==> src/core/etfg_pkg.sv <==
// Constants, register map and state type for the E1 transmit frame generator
// Behaviour
// Setting fifo_refresh re-initialises the generator; software sets then clears it.
// Select 00 passes TS16 from data input or link controller; 01 and 10 reserved.
// Software choosing common-channel TS16 also sets extra_bits_disable to 1.
// Select 11 takes TS16 per slot; frame 0 carries 0000,X0,Y,X1,X2.
// TS16 source selection applies only while the all-ones alarm is off.
// CRC off: international bits from Si values if replacing, else passed through.
// CRC on with framing and replacement: send multiframe pattern and CRC-4 bits.
// CRC-4 of one sub-multiframe is sent in the next sub-multiframe.
// CRC on and far_block_err_disable 0: frames 13 and 15 carry FEBE.
// framing_disable 0 overwrites TS0 of alignment frames with the alignment word.
// framing_disable 1 passes data unchanged, ignoring CRC, FEBE and replace controls.
// intl_replace_disable 1 takes international bits from data input or link controller.
// Framing on, select 11: extra bits from register, or from data if disabled.
// Idle trunk sends idle code in TS1-15, TS17-31; TS16 signaling or idle.
// align_word_invert sends the inverted alignment word.
// nonalign_bit2_invert sends bit 2 of non-alignment frames as 0.
// sig_align_invert sends the signaling multiframe alignment nibble as ones.
// remote_alarm_force sends bit 3 of non-alignment frames as 1.
// mf_remote_alarm_force sends the signaling multiframe Y bit as 1.
// slot16_all_ones with framing and signaling multiframe sends ones in TS16.
// All-ones alarm sends ones in every time slot, overriding everything.
// CRC off: Si1 goes in bit 1 of alignment frames, Si0 in non-alignment.
// Extra bits X0, X1, X2 sit at TS16 bits 5, 7 and 8 of frame 0.
package etfg_pkg;

  // Register byte addresses
  localparam logic [7:0] ADDR_FRAME_GEN_CFG  = 8'h40;
  localparam logic [7:0] ADDR_ALARM_DIAG_CTL = 8'h41;
  localparam logic [7:0] ADDR_INTL_BITS      = 8'h42;
  localparam logic [7:0] ADDR_EXTRA_BITS     = 8'h43;
  localparam logic [7:0] ADDR_GEN_STATUS     = 8'h4e;

  // Reset values
  localparam logic [7:0] RST_FRAME_GEN_CFG  = 8'h60;
  localparam logic [7:0] RST_ALARM_DIAG_CTL = 8'h00;
  localparam logic [7:0] RST_INTL_BITS      = 8'hc0;
  localparam logic [7:0] RST_EXTRA_BITS     = 8'h0b;

  // Writable bit masks, reserved bits read as zero
  localparam logic [7:0] MASK_INTL_BITS  = 8'hc0;
  localparam logic [7:0] MASK_EXTRA_BITS = 8'h0b;

  // Configuration register fields
  localparam int CFG_FIFO_REFRESH  = 7;
  localparam int CFG_SIG_SEL_HI    = 6;
  localparam int CFG_SIG_SEL_LO    = 5;
  localparam int CFG_CRC_GEN_ON    = 4;
  localparam int CFG_FRAMING_DIS   = 3;
  localparam int CFG_FEBE_DIS      = 2;
  localparam int CFG_INTL_REPL_DIS = 1;
  localparam int CFG_EXTRA_DIS     = 0;

  // Alarm and diagnostic register fields
  localparam int ALM_IDLE_TRUNK    = 7;
  localparam int ALM_ALIGN_INV     = 6;
  localparam int ALM_NFAS_B2_INV   = 5;
  localparam int ALM_SIG_ALIGN_INV = 4;
  localparam int ALM_REMOTE_ALARM  = 3;
  localparam int ALM_MF_REMOTE     = 2;
  localparam int ALM_TS16_ONES     = 1;
  localparam int ALM_ALL_ONES      = 0;

  // International and extra bit fields
  localparam int SI1_BIT = 7;
  localparam int SI0_BIT = 6;
  localparam int X0_BIT  = 3;
  localparam int X1_BIT  = 1;
  localparam int X2_BIT  = 0;

  // Frame structure
  localparam logic [4:0] LAST_SLOT    = 5'd31;
  localparam logic [4:0] SIG_SLOT     = 5'd16;
  localparam logic [2:0] LAST_BIT     = 3'd7;
  localparam logic [3:0] LAST_FRAME   = 4'd15;
  localparam logic [3:0] SMF2_FRAME   = 4'd8;
  localparam logic [3:0] FEBE1_FRAME  = 4'd13;
  localparam logic [3:0] FEBE2_FRAME  = 4'd15;
  localparam logic [6:0] FAS_WORD     = 7'h1b;
  localparam logic [5:0] MFAS_PATTERN = 6'h0b;
  localparam logic [3:0] CRC4_POLY    = 4'h3;

  // Generator control states, Gray coded along hold, prime, run
  typedef enum logic [1:0] {
    ST_HOLD  = 2'b01,
    ST_PRIME = 2'b11,
    ST_RUN   = 2'b10
  } etfg_state_t;

endpackage

==> src/core/etfg_crc4.sv <==
// Serial CRC-4 divider over one sub-multiframe
`timescale 1ns/10ps
module etfg_crc4 (
  input  wire logic       mclk,
  input  wire logic       sys_rst,
  input  wire logic       clear,
  input  wire logic       bit_en,
  input  wire logic       restart,
  input  wire logic       bit_in,
  output logic [3:0]      crc_val
);
  import etfg_pkg::*;

  logic [3:0] seed;
  logic       fb;

  // A restart begins a new block with this bit, so no cycle is lost
  assign seed = restart ? 4'h0 : crc_val;
  assign fb   = bit_in ^ seed[3];

  // Remainder of message times x^4 divided by x^4 + x + 1
  always_ff @(posedge mclk or posedge sys_rst) begin
    if (sys_rst) begin
      crc_val <= 4'h0;
    end else if (clear) begin
      crc_val <= 4'h0;
    end else if (bit_en) begin
      crc_val <= {seed[2:0], 1'b0} ^ (fb ? CRC4_POLY : 4'h0);
    end
  end

endmodule // etfg_crc4

==> src/core/etfg_top.sv <==
// E1 transmit frame generator: register port, frame timing and bit insertion
`timescale 1ns/10ps
module etfg_top #(
  parameter int ADDR_W = 8
) (
  input  wire logic              mclk,
  input  wire logic              sys_rst,
  input  wire logic [ADDR_W-1:0] reg_addr,
  input  wire logic [7:0]        reg_wdata,
  input  wire logic              reg_wr,
  input  wire logic              reg_rd,
  output logic      [7:0]        reg_rdata,
  input  wire logic              bit_tick,
  input  wire logic              tx_data_in,
  input  wire logic              tx_signaling_in,
  input  wire logic              link_ctrl_claim,
  input  wire logic              link_ctrl_bit,
  input  wire logic              per_channel_ctrl_enable,
  input  wire logic              per_slot_sig_source,
  input  wire logic              pcc_sig_bit,
  input  wire logic [7:0]        idle_code,
  input  wire logic [1:0]        far_block_err_in,
  output logic                   line_data_out,
  output logic                   line_bit_valid,
  output logic      [4:0]        tx_slot_num,
  output logic      [2:0]        tx_bit_num,
  output logic      [3:0]        tx_frame_num
);
  import etfg_pkg::*;

  // Software registers
  logic [7:0] cfg_r;
  logic [7:0] alm_r;
  logic [7:0] si_r;
  logic [7:0] xb_r;
  logic [7:0] rdata_nxt;

  // Frame timing
  etfg_state_t state_r;
  etfg_state_t state_nxt;
  logic [4:0]  slot_r;
  logic [2:0]  bit_r;
  logic [3:0]  frame_r;
  logic [3:0]  crc_hold_r;
  logic        out_r;
  logic        valid_r;

  // Decoded controls
  logic fifo_refresh;
  logic ts16_sig_select_hi;
  logic ts16_sig_select_lo;
  logic crc_multiframe_gen_on;
  logic framing_disable;
  logic far_block_err_disable;
  logic intl_replace_disable;
  logic extra_bits_disable;
  logic idle_trunk_force;
  logic align_word_invert;
  logic nonalign_bit2_invert;
  logic sig_align_invert;
  logic remote_alarm_force;
  logic mf_remote_alarm_force;
  logic slot16_all_ones;
  logic all_ones_alarm;

  assign fifo_refresh          = cfg_r[CFG_FIFO_REFRESH];
  assign ts16_sig_select_hi    = cfg_r[CFG_SIG_SEL_HI];
  assign ts16_sig_select_lo    = cfg_r[CFG_SIG_SEL_LO];
  assign crc_multiframe_gen_on = cfg_r[CFG_CRC_GEN_ON];
  assign framing_disable       = cfg_r[CFG_FRAMING_DIS];
  assign far_block_err_disable = cfg_r[CFG_FEBE_DIS];
  assign intl_replace_disable  = cfg_r[CFG_INTL_REPL_DIS];
  assign extra_bits_disable    = cfg_r[CFG_EXTRA_DIS];
  assign idle_trunk_force      = alm_r[ALM_IDLE_TRUNK];
  assign align_word_invert     = alm_r[ALM_ALIGN_INV];
  assign nonalign_bit2_invert  = alm_r[ALM_NFAS_B2_INV];
  assign sig_align_invert      = alm_r[ALM_SIG_ALIGN_INV];
  assign remote_alarm_force    = alm_r[ALM_REMOTE_ALARM];
  assign mf_remote_alarm_force = alm_r[ALM_MF_REMOTE];
  assign slot16_all_ones       = alm_r[ALM_TS16_ONES];
  assign all_ones_alarm        = alm_r[ALM_ALL_ONES];

  // Position decode
  logic cas_mode;
  logic is_fas;
  logic in_ts0;
  logic in_ts16;
  logic first_bit;
  logic smf_first;
  logic last_bit_of_mf;
  logic running;
  logic adv;

  assign cas_mode       = ts16_sig_select_hi & ts16_sig_select_lo;
  assign is_fas         = ~frame_r[0];
  assign in_ts0         = (slot_r == 5'd0);
  assign in_ts16        = (slot_r == SIG_SLOT);
  assign first_bit      = (bit_r == 3'd0);
  assign smf_first      = in_ts0 & first_bit & (frame_r[2:0] == 3'd0);
  assign last_bit_of_mf = (bit_r == LAST_BIT) & (slot_r == LAST_SLOT) & (frame_r == LAST_FRAME);
  assign running        = (state_r == ST_RUN);
  assign adv            = running & bit_tick;

  // Register writes; the refresh bit is plain storage, software clears it
  always_ff @(posedge mclk or posedge sys_rst) begin
    if (sys_rst) begin
      cfg_r <= RST_FRAME_GEN_CFG;
      alm_r <= RST_ALARM_DIAG_CTL;
      si_r  <= RST_INTL_BITS;
      xb_r  <= RST_EXTRA_BITS;
    end else if (reg_wr) begin
      if (reg_addr == ADDR_W'(ADDR_FRAME_GEN_CFG)) begin
        cfg_r <= reg_wdata;
      end else if (reg_addr == ADDR_W'(ADDR_ALARM_DIAG_CTL)) begin
        alm_r <= reg_wdata;
      end else if (reg_addr == ADDR_W'(ADDR_INTL_BITS)) begin
        si_r <= reg_wdata & MASK_INTL_BITS;
      end else if (reg_addr == ADDR_W'(ADDR_EXTRA_BITS)) begin
        xb_r <= reg_wdata & MASK_EXTRA_BITS;
      end
    end
  end

  // Read decode; unmapped addresses answer zero
  always_comb begin
    if (reg_addr == ADDR_W'(ADDR_FRAME_GEN_CFG)) begin
      rdata_nxt = cfg_r;
    end else if (reg_addr == ADDR_W'(ADDR_ALARM_DIAG_CTL)) begin
      rdata_nxt = alm_r;
    end else if (reg_addr == ADDR_W'(ADDR_INTL_BITS)) begin
      rdata_nxt = si_r;
    end else if (reg_addr == ADDR_W'(ADDR_EXTRA_BITS)) begin
      rdata_nxt = xb_r;
    end else if (reg_addr == ADDR_W'(ADDR_GEN_STATUS)) begin
      rdata_nxt = {1'b0, state_r, running, frame_r};
    end else begin
      rdata_nxt = 8'h00;
    end
  end

  // Read data stands for the single cycle after the strobe
  always_ff @(posedge mclk or posedge sys_rst) begin
    if (sys_rst) begin
      reg_rdata <= 8'h00;
    end else if (reg_rd) begin
      reg_rdata <= rdata_nxt;
    end else begin
      reg_rdata <= 8'h00;
    end
  end

  // Refresh sequencing: hold while set, then start cleanly at a multiframe edge
  always_comb begin
    case (state_r)
      ST_HOLD: begin
        state_nxt = fifo_refresh ? ST_HOLD : ST_PRIME;
      end
      ST_PRIME: begin
        state_nxt = fifo_refresh ? ST_HOLD : ST_RUN;
      end
      ST_RUN: begin
        state_nxt = fifo_refresh ? ST_HOLD : ST_RUN;
      end
      default: begin
        state_nxt = ST_HOLD;
      end
    endcase
  end

  always_ff @(posedge mclk or posedge sys_rst) begin
    if (sys_rst) begin
      state_r <= ST_HOLD;
    end else begin
      state_r <= state_nxt;
    end
  end

  // Bit, slot and frame counters; cleared whenever the generator is not running
  always_ff @(posedge mclk or posedge sys_rst) begin
    if (sys_rst) begin
      bit_r   <= 3'd0;
      slot_r  <= 5'd0;
      frame_r <= 4'd0;
    end else if (!running) begin
      bit_r   <= 3'd0;
      slot_r  <= 5'd0;
      frame_r <= 4'd0;
    end else if (bit_tick) begin
      bit_r <= bit_r + 3'd1;
      if (bit_r == LAST_BIT) begin
        slot_r <= (slot_r == LAST_SLOT) ? 5'd0 : slot_r + 5'd1;
        if (slot_r == LAST_SLOT) begin
          frame_r <= last_bit_of_mf ? 4'd0 : frame_r + 4'd1;
        end
      end
    end
  end

  // CRC-4 engine; C-bit positions enter the division as zero
  logic       crc_zero_pos;
  logic       crc_feed;
  logic       pre_bit;
  logic [3:0] crc_val;
  logic [3:0] crc_use;

  assign crc_zero_pos = in_ts0 & first_bit & is_fas;
  assign crc_feed     = crc_zero_pos ? 1'b0 : pre_bit;

  etfg_crc4 u_crc4 (
    .mclk    (mclk),
    .sys_rst (sys_rst),
    .clear   (!running),
    .bit_en  (adv),
    .restart (smf_first),
    .bit_in  (crc_feed),
    .crc_val (crc_val)
  );

  // Remainder of the finished block goes out in the next block
  always_ff @(posedge mclk or posedge sys_rst) begin
    if (sys_rst) begin
      crc_hold_r <= 4'h0;
    end else if (!running) begin
      crc_hold_r <= 4'h0;
    end else if (adv && smf_first) begin
      crc_hold_r <= crc_val;
    end
  end

  // C1 leaves on the bit where the hold loads the finished remainder, so bypass the hold
  assign crc_use = smf_first ? crc_val : crc_hold_r;

  // International bit in TS0 bit 1
  logic intl_bit;
  logic pass_intl;

  assign pass_intl = link_ctrl_claim ? link_ctrl_bit : tx_data_in;

  always_comb begin
    intl_bit = pass_intl;
    if (intl_replace_disable) begin
      intl_bit = pass_intl;
    end else if (!crc_multiframe_gen_on) begin
      intl_bit = is_fas ? si_r[SI1_BIT] : si_r[SI0_BIT];
    end else if (is_fas) begin
      intl_bit = crc_use[2'd3 - frame_r[2:1]];
    end else if (frame_r == FEBE1_FRAME) begin
      intl_bit = far_block_err_disable ? si_r[SI1_BIT] : ~far_block_err_in[1];
    end else if (frame_r == FEBE2_FRAME) begin
      intl_bit = far_block_err_disable ? si_r[SI0_BIT] : ~far_block_err_in[0];
    end else begin
      intl_bit = MFAS_PATTERN[3'd5 - frame_r[3:1]];
    end
  end

  // TS0 bits 2 to 8
  logic ts0_bit;

  always_comb begin
    ts0_bit = tx_data_in;
    if (first_bit) begin
      ts0_bit = intl_bit;
    end else if (is_fas) begin
      ts0_bit = FAS_WORD[3'd7 - bit_r] ^ align_word_invert;
    end else if (bit_r == 3'd1) begin
      ts0_bit = ~nonalign_bit2_invert;
    end else if (bit_r == 3'd2) begin
      ts0_bit = remote_alarm_force | tx_data_in;
    end
  end

  // TS16 under channel-associated signaling
  logic xbit_sel;
  logic cas_bit;

  always_comb begin
    xbit_sel = 1'b0;
    cas_bit  = per_slot_sig_source ? pcc_sig_bit : tx_signaling_in;
    if (frame_r == 4'd0) begin
      case (bit_r)
        3'd4: xbit_sel = xb_r[X0_BIT];
        3'd6: xbit_sel = xb_r[X1_BIT];
        3'd7: xbit_sel = xb_r[X2_BIT];
        default: xbit_sel = 1'b0;
      endcase
      if (bit_r < 3'd4) begin
        cas_bit = sig_align_invert;
      end else if (bit_r == 3'd5) begin
        cas_bit = mf_remote_alarm_force;
      end else begin
        cas_bit = extra_bits_disable ? tx_data_in : xbit_sel;
      end
    end
  end

  // TS16 source selection
  logic ts16_bit;
  logic sig_bit;

  assign sig_bit = cas_mode ? cas_bit : tx_signaling_in;

  always_comb begin
    if (cas_mode && slot16_all_ones) begin
      ts16_bit = 1'b1;
    end else if (cas_mode) begin
      ts16_bit = cas_bit;
    end else if (!ts16_sig_select_hi && !ts16_sig_select_lo) begin
      ts16_bit = link_ctrl_claim ? link_ctrl_bit : tx_data_in;
    end else begin
      ts16_bit = tx_data_in; // Reserved codes pass data
    end
  end

  // Assemble the line bit before the all-ones alarm
  logic idle_active;

  assign idle_active = idle_trunk_force & per_channel_ctrl_enable;

  always_comb begin
    if (framing_disable) begin
      pre_bit = tx_data_in;
    end else if (in_ts0) begin
      pre_bit = ts0_bit;
    end else if (in_ts16) begin
      if (idle_active && !(cas_mode && slot16_all_ones)) begin
        pre_bit = ts16_sig_select_hi ? sig_bit : idle_code[3'd7 - bit_r];
      end else begin
        pre_bit = ts16_bit;
      end
    end else if (idle_active) begin
      pre_bit = idle_code[3'd7 - bit_r];
    end else begin
      pre_bit = tx_data_in;
    end
  end

  // Line output; all ones while refreshing keeps the line in a known alarm state
  always_ff @(posedge mclk or posedge sys_rst) begin
    if (sys_rst) begin
      out_r   <= 1'b1;
      valid_r <= 1'b0;
    end else begin
      valid_r <= adv;
      if (!running) begin
        out_r <= 1'b1;
      end else if (bit_tick) begin
        out_r <= all_ones_alarm ? 1'b1 : pre_bit;
      end
    end
  end

  assign line_data_out  = out_r;
  assign line_bit_valid = valid_r;
  assign tx_slot_num    = slot_r;
  assign tx_bit_num     = bit_r;
  assign tx_frame_num   = frame_r;

endmodule // etfg_top

==> config.mk <==
export PLATFORM = sky130hd
export DESIGN_NAME = etfg_top
export DESIGN_NICKNAME = d
export VERILOG_FILES = /design/src/core/etfg_pkg.sv /design/src/core/etfg_crc4.sv /design/src/core/etfg_top.sv
export SDC_FILE = /design/constraint.sdc
export NUM_CORES = 1
export LEC_CHECK = 0
export BUFFER_PORTS_ARGS = -buffer_cell sky130_fd_sc_hd__buf_2
export CORE_MARGIN = 2
export CORE_UTILIZATION = 56
export DETAILED_ROUTE_END_ITERATION = 7
export HOLD_SLACK_MARGIN = 0.15
export PLACE_DENSITY_LB_ADDON = 0.15
export SYNTH_ARGS = -nofsm -noshare
export SYNTH_HDL_FRONTEND = slang
export SYNTH_SLANG_ARGS = --single-unit
==> constraint.sdc <==
create_clock -name mclk -period 3.6 [get_ports mclk]
set_clock_uncertainty 0.05 [all_clocks]
set_input_delay 0.54 -clock mclk [delete_from_list [all_inputs] [get_ports mclk]]
set_output_delay 0.54 -clock mclk [all_outputs]
set_load 0.02 [all_outputs]
==> run_results.csv <==
group,metric,value,unit
status,status,"complete, no violations",
critical_path,critPathCaptureType,"flip-flop",
clock_network,worstSkewPairLatency,0.31,ns
critical_path,cp_slowest_cell,"or4b_4",
critical_path,crit_path_max_incr_delay,0.51,ns
yosys,avgSynthCellArea,10.0,um2
critical_path,crit_fanout,7,
route,dr.pass1.iters,6,
pwr,swShare,0.385,
yosys,yosys.area_share.simple,0.183,
critical_path,crit_family,"simple AND/OR/NAND/NOR gates",
route,drc,0,
floorplanning,die_w,79.1,um
clock_network,cts-root-buf,"clkbuf_8",
route,vias,2638,
placed_design,io_buffer_count,59,
timing,rsz0062_at_grt,"false",
yosys,netlist_area,0.00316,mm2
floorplanning,num_rows,27,
floorplanning,core,0.00547,mm2
yosys,synthMuxAreaShare,0.148,
clock_network,cts_hold_buf,0,
cells_and_area,drive_above_1_share,0.315,
yosys,synth.area.top_cells,"dfrtp_1, mux2_2, dfstp_2",
route,wire_per_inst,16.6,um
yosys,synthTopCellsByCount,"dfrtp_1, nor2_1, mux2_2",
global_route,antenna_found_initial,0,
critical_path,worstSetupStartpointType,"flip-flop",
floorplanning,die_area,0.00626,mm2
pwr,intPower,1.07,mW
critical_path,worstSetupPathType,"reg -> reg",
global_route,grt_usage,0.246,
clock_network,numCtsBuffers,5,
yosys,synth_seq_cells,53,
pwr,vdd_drop_max,0.000278,V
timing,period_share,0.807,
timing,finalSetupViolations,0,
pwr,p_per_area,488,mW/mm2
critical_path,r2r-start,"tx_slot_num[0]",
yosys,synth_edf_count,0,
timing,finalCriticalPeriod,2.91,ns
global_route,grt_overflow,0,
yosys,synth_top_flop_cell,"dfrtp_1",
route,postRouteAntennaNets,0,
clock_network,path_clk_slew,0.10,ns
pwr,finalPower,1.74,mW
pwr,p_seq_frac,0.447,
worst_hold_path,worstHoldPathType,"in -> async",
floorplanning,initial_core_util,0.578,
critical_path,cp.arrival,3.06,ns
job,cap_violations,0,
pwr,pwr-share-clk,0.197,
yosys,async_flop_share,1.00,
placed_design,dp_hpwl,5610,um
yosys,synth-compound-area-share,0.146,
yosys,yosysSeqAreaShare,0.423,
floorplanning,pin_count,60,
timing,relSlewSlack,0.369,
global_route,grt_max_degree,48,
timing,fin_ws,0.694,ns
yosys,synth_top_area_share,0.348,
timing,setup-tns-final,0,ns
floorplanning,die_h,79.1,um
timing,worstMarginPinSlew,0.945,ns
timing,final_hold_viol_count,0,
yosys,synth-xor-area-share,0.00554,
yosys,synthAdderAreaFrac,0.0514,
cells_and_area,fin_nets,422,
global_route,grt_pass1_wl,12100,um
pwr,p_switching,0.672,mW
yosys,syn-instance-count,315,
global_route,grt_pass1_vias,2410,
critical_path,critPathBufInv,1,
placed_design,preCtsSetupSlack,0.704,ns
cells_and_area,fillCellCount,470,
timing,fmax,344,MHz
pwr,p_leak,1.72,nW
clock_network,cts_tree,"done",
yosys,synth_cell_type_count,63,
clock_network,cts_sinks,53,
route,wl,7360,um
clock_network,clockBufferDepth,2,
timing,drv_slew,0,
critical_path,crit_start,"tx_slot_num[0]",
clock_network,cts-htree-levels,2,
yosys,synth_top_family_by_area,"simple AND/OR/NAND/NOR gates",
route,drt-initial-drc-count,189,
yosys,yosys_warnings,0,
yosys,yosys.area.top_type,"dfrtp_1",
critical_path,path_cells,"inv_1 > ha_1 > or4b_4 > nor2_4 > mux2_2 > a2111oi_2 > and2_4 > o311ai_2 > mux2i_1 > nand2_1",
critical_path,cp.required,3.76,ns
route,viasPerCell,5.94,
pwr,comb_power_share,0.356,
clock_network,cts-resized-gates,0,
clock_network,post-cts-setup-buffers,0,
timing,holdWs,0.379,ns
yosys,synthesis.nets,366,
cells_and_area,areaGrowthSynthToFinish,13.1,%
placed_design,routabilityCongestion,1.04,
cells_and_area,diodes,0,
yosys,yosys.cell_count.top_type,"dfrtp_1",
[final cells by class]
type | instances | area [um2] | share of cell area
multi-input cells | 233 | 1690 | 0.472
flip-flops and latches | 53 | 1340 | 0.374
repair buffers | 60 | 303 | 0.0847
well taps | 72 | 90.1 | 0.0252
clock buffers | 5 | 68.8 | 0.0192
inverters | 18 | 67.6 | 0.0189
clock inverters | 3 | 21.3 | 0.00595
[metal layers]
metal  GRT usage  vias to the layer above  share of wire
li1            -                     1251              -
met2       0.367                      112           0.44
met3      0.0432                       25          0.067
met4      0.0638                        0          0.020
met5           0                        -              0
met1       0.372                     1250           0.47
[state kept, by name, summed over array words and instances (netlist names), 2 cells and up]
signal	cells
crc_hold_r	4
si_r	2
state_r	2
u_crc4.crc_val	4
tx_frame_num	4
tx_slot_num	5
tx_bit_num	3
reg_rdata	8
alm_r	8
xb_r	3
cfg_r	8
[cells by family (layout without fill, tap and decap cells)]
kind of cell               Yosys count  after routing
adders and majority gates           13             13
DFF                                 53             53
xor gates and xnor gates             2              2
muxes                               41             41
buffers and inverters               29             86
AOI/OAI and AO/OA                   66             66
and+or+nand+nor                    111            111
[per-stage QoR]
stage | util | instance area (um2) | cells
floorplan | - | 3160 | 315
global placement | 0.637 | 3490 | 436
detailed placement | 0.637 | 3490 | 436
CTS | 0.653 | 3580 | 444
global route | 0.653 | 3580 | 444
finish | 0.653 | 3580 | 444
[power groups by stage]
| stage | Clock, mW | Sequential, mW | Combinational (mW) |
|---|---|---|---|
| floorplan | 0 | 0.777 | 0.474 |
| global placement | 0 | 0.786 | 0.617 |
| detailed placement | 0 | 0.789 | 0.622 |
| CTS | 0.346 | 0.778 | 0.624 |
| global route | 0.371 | 0.796 | 0.699 |
| finish | 0.344 | 0.780 | 0.621 |
[worst paths after layout]
kind	endpoint	slack [ns]	cells past startpoint
hold reg to reg	state_r[1]	0.42	1
setup / recovery	u_crc4.crc_val[1]	0.69	10
hold / removal	tx_slot_num[1]	0.38	2
setup reg to reg	u_crc4.crc_val[1]	0.69	10
min in group mclk	state_r[1]	0.42	1
max in group asynchronous	xb_r[0]	2.39	3
[cell usage in the layout, fill, tap and decap left out, drive strengths merged, types with 3 or more instances in the layout]
cell type and count:
a222oi 5, o21ai 12, ha 13, dfrtp 44
o21a 3, buf 60, a21oi 18, a211o 3
inv 19, mux2 27, o31ai 3, and3 5
nand2 24, nand3 11, mux2i 12, or3 3
clkbuf 5, nor2b 7, nand4 3, nand2b 5
dfstp 9, and2 3, nor3 9, or4b 3
nor2 30, a31oi 6
Note: power is estimated with default switching activity, not from simulation.
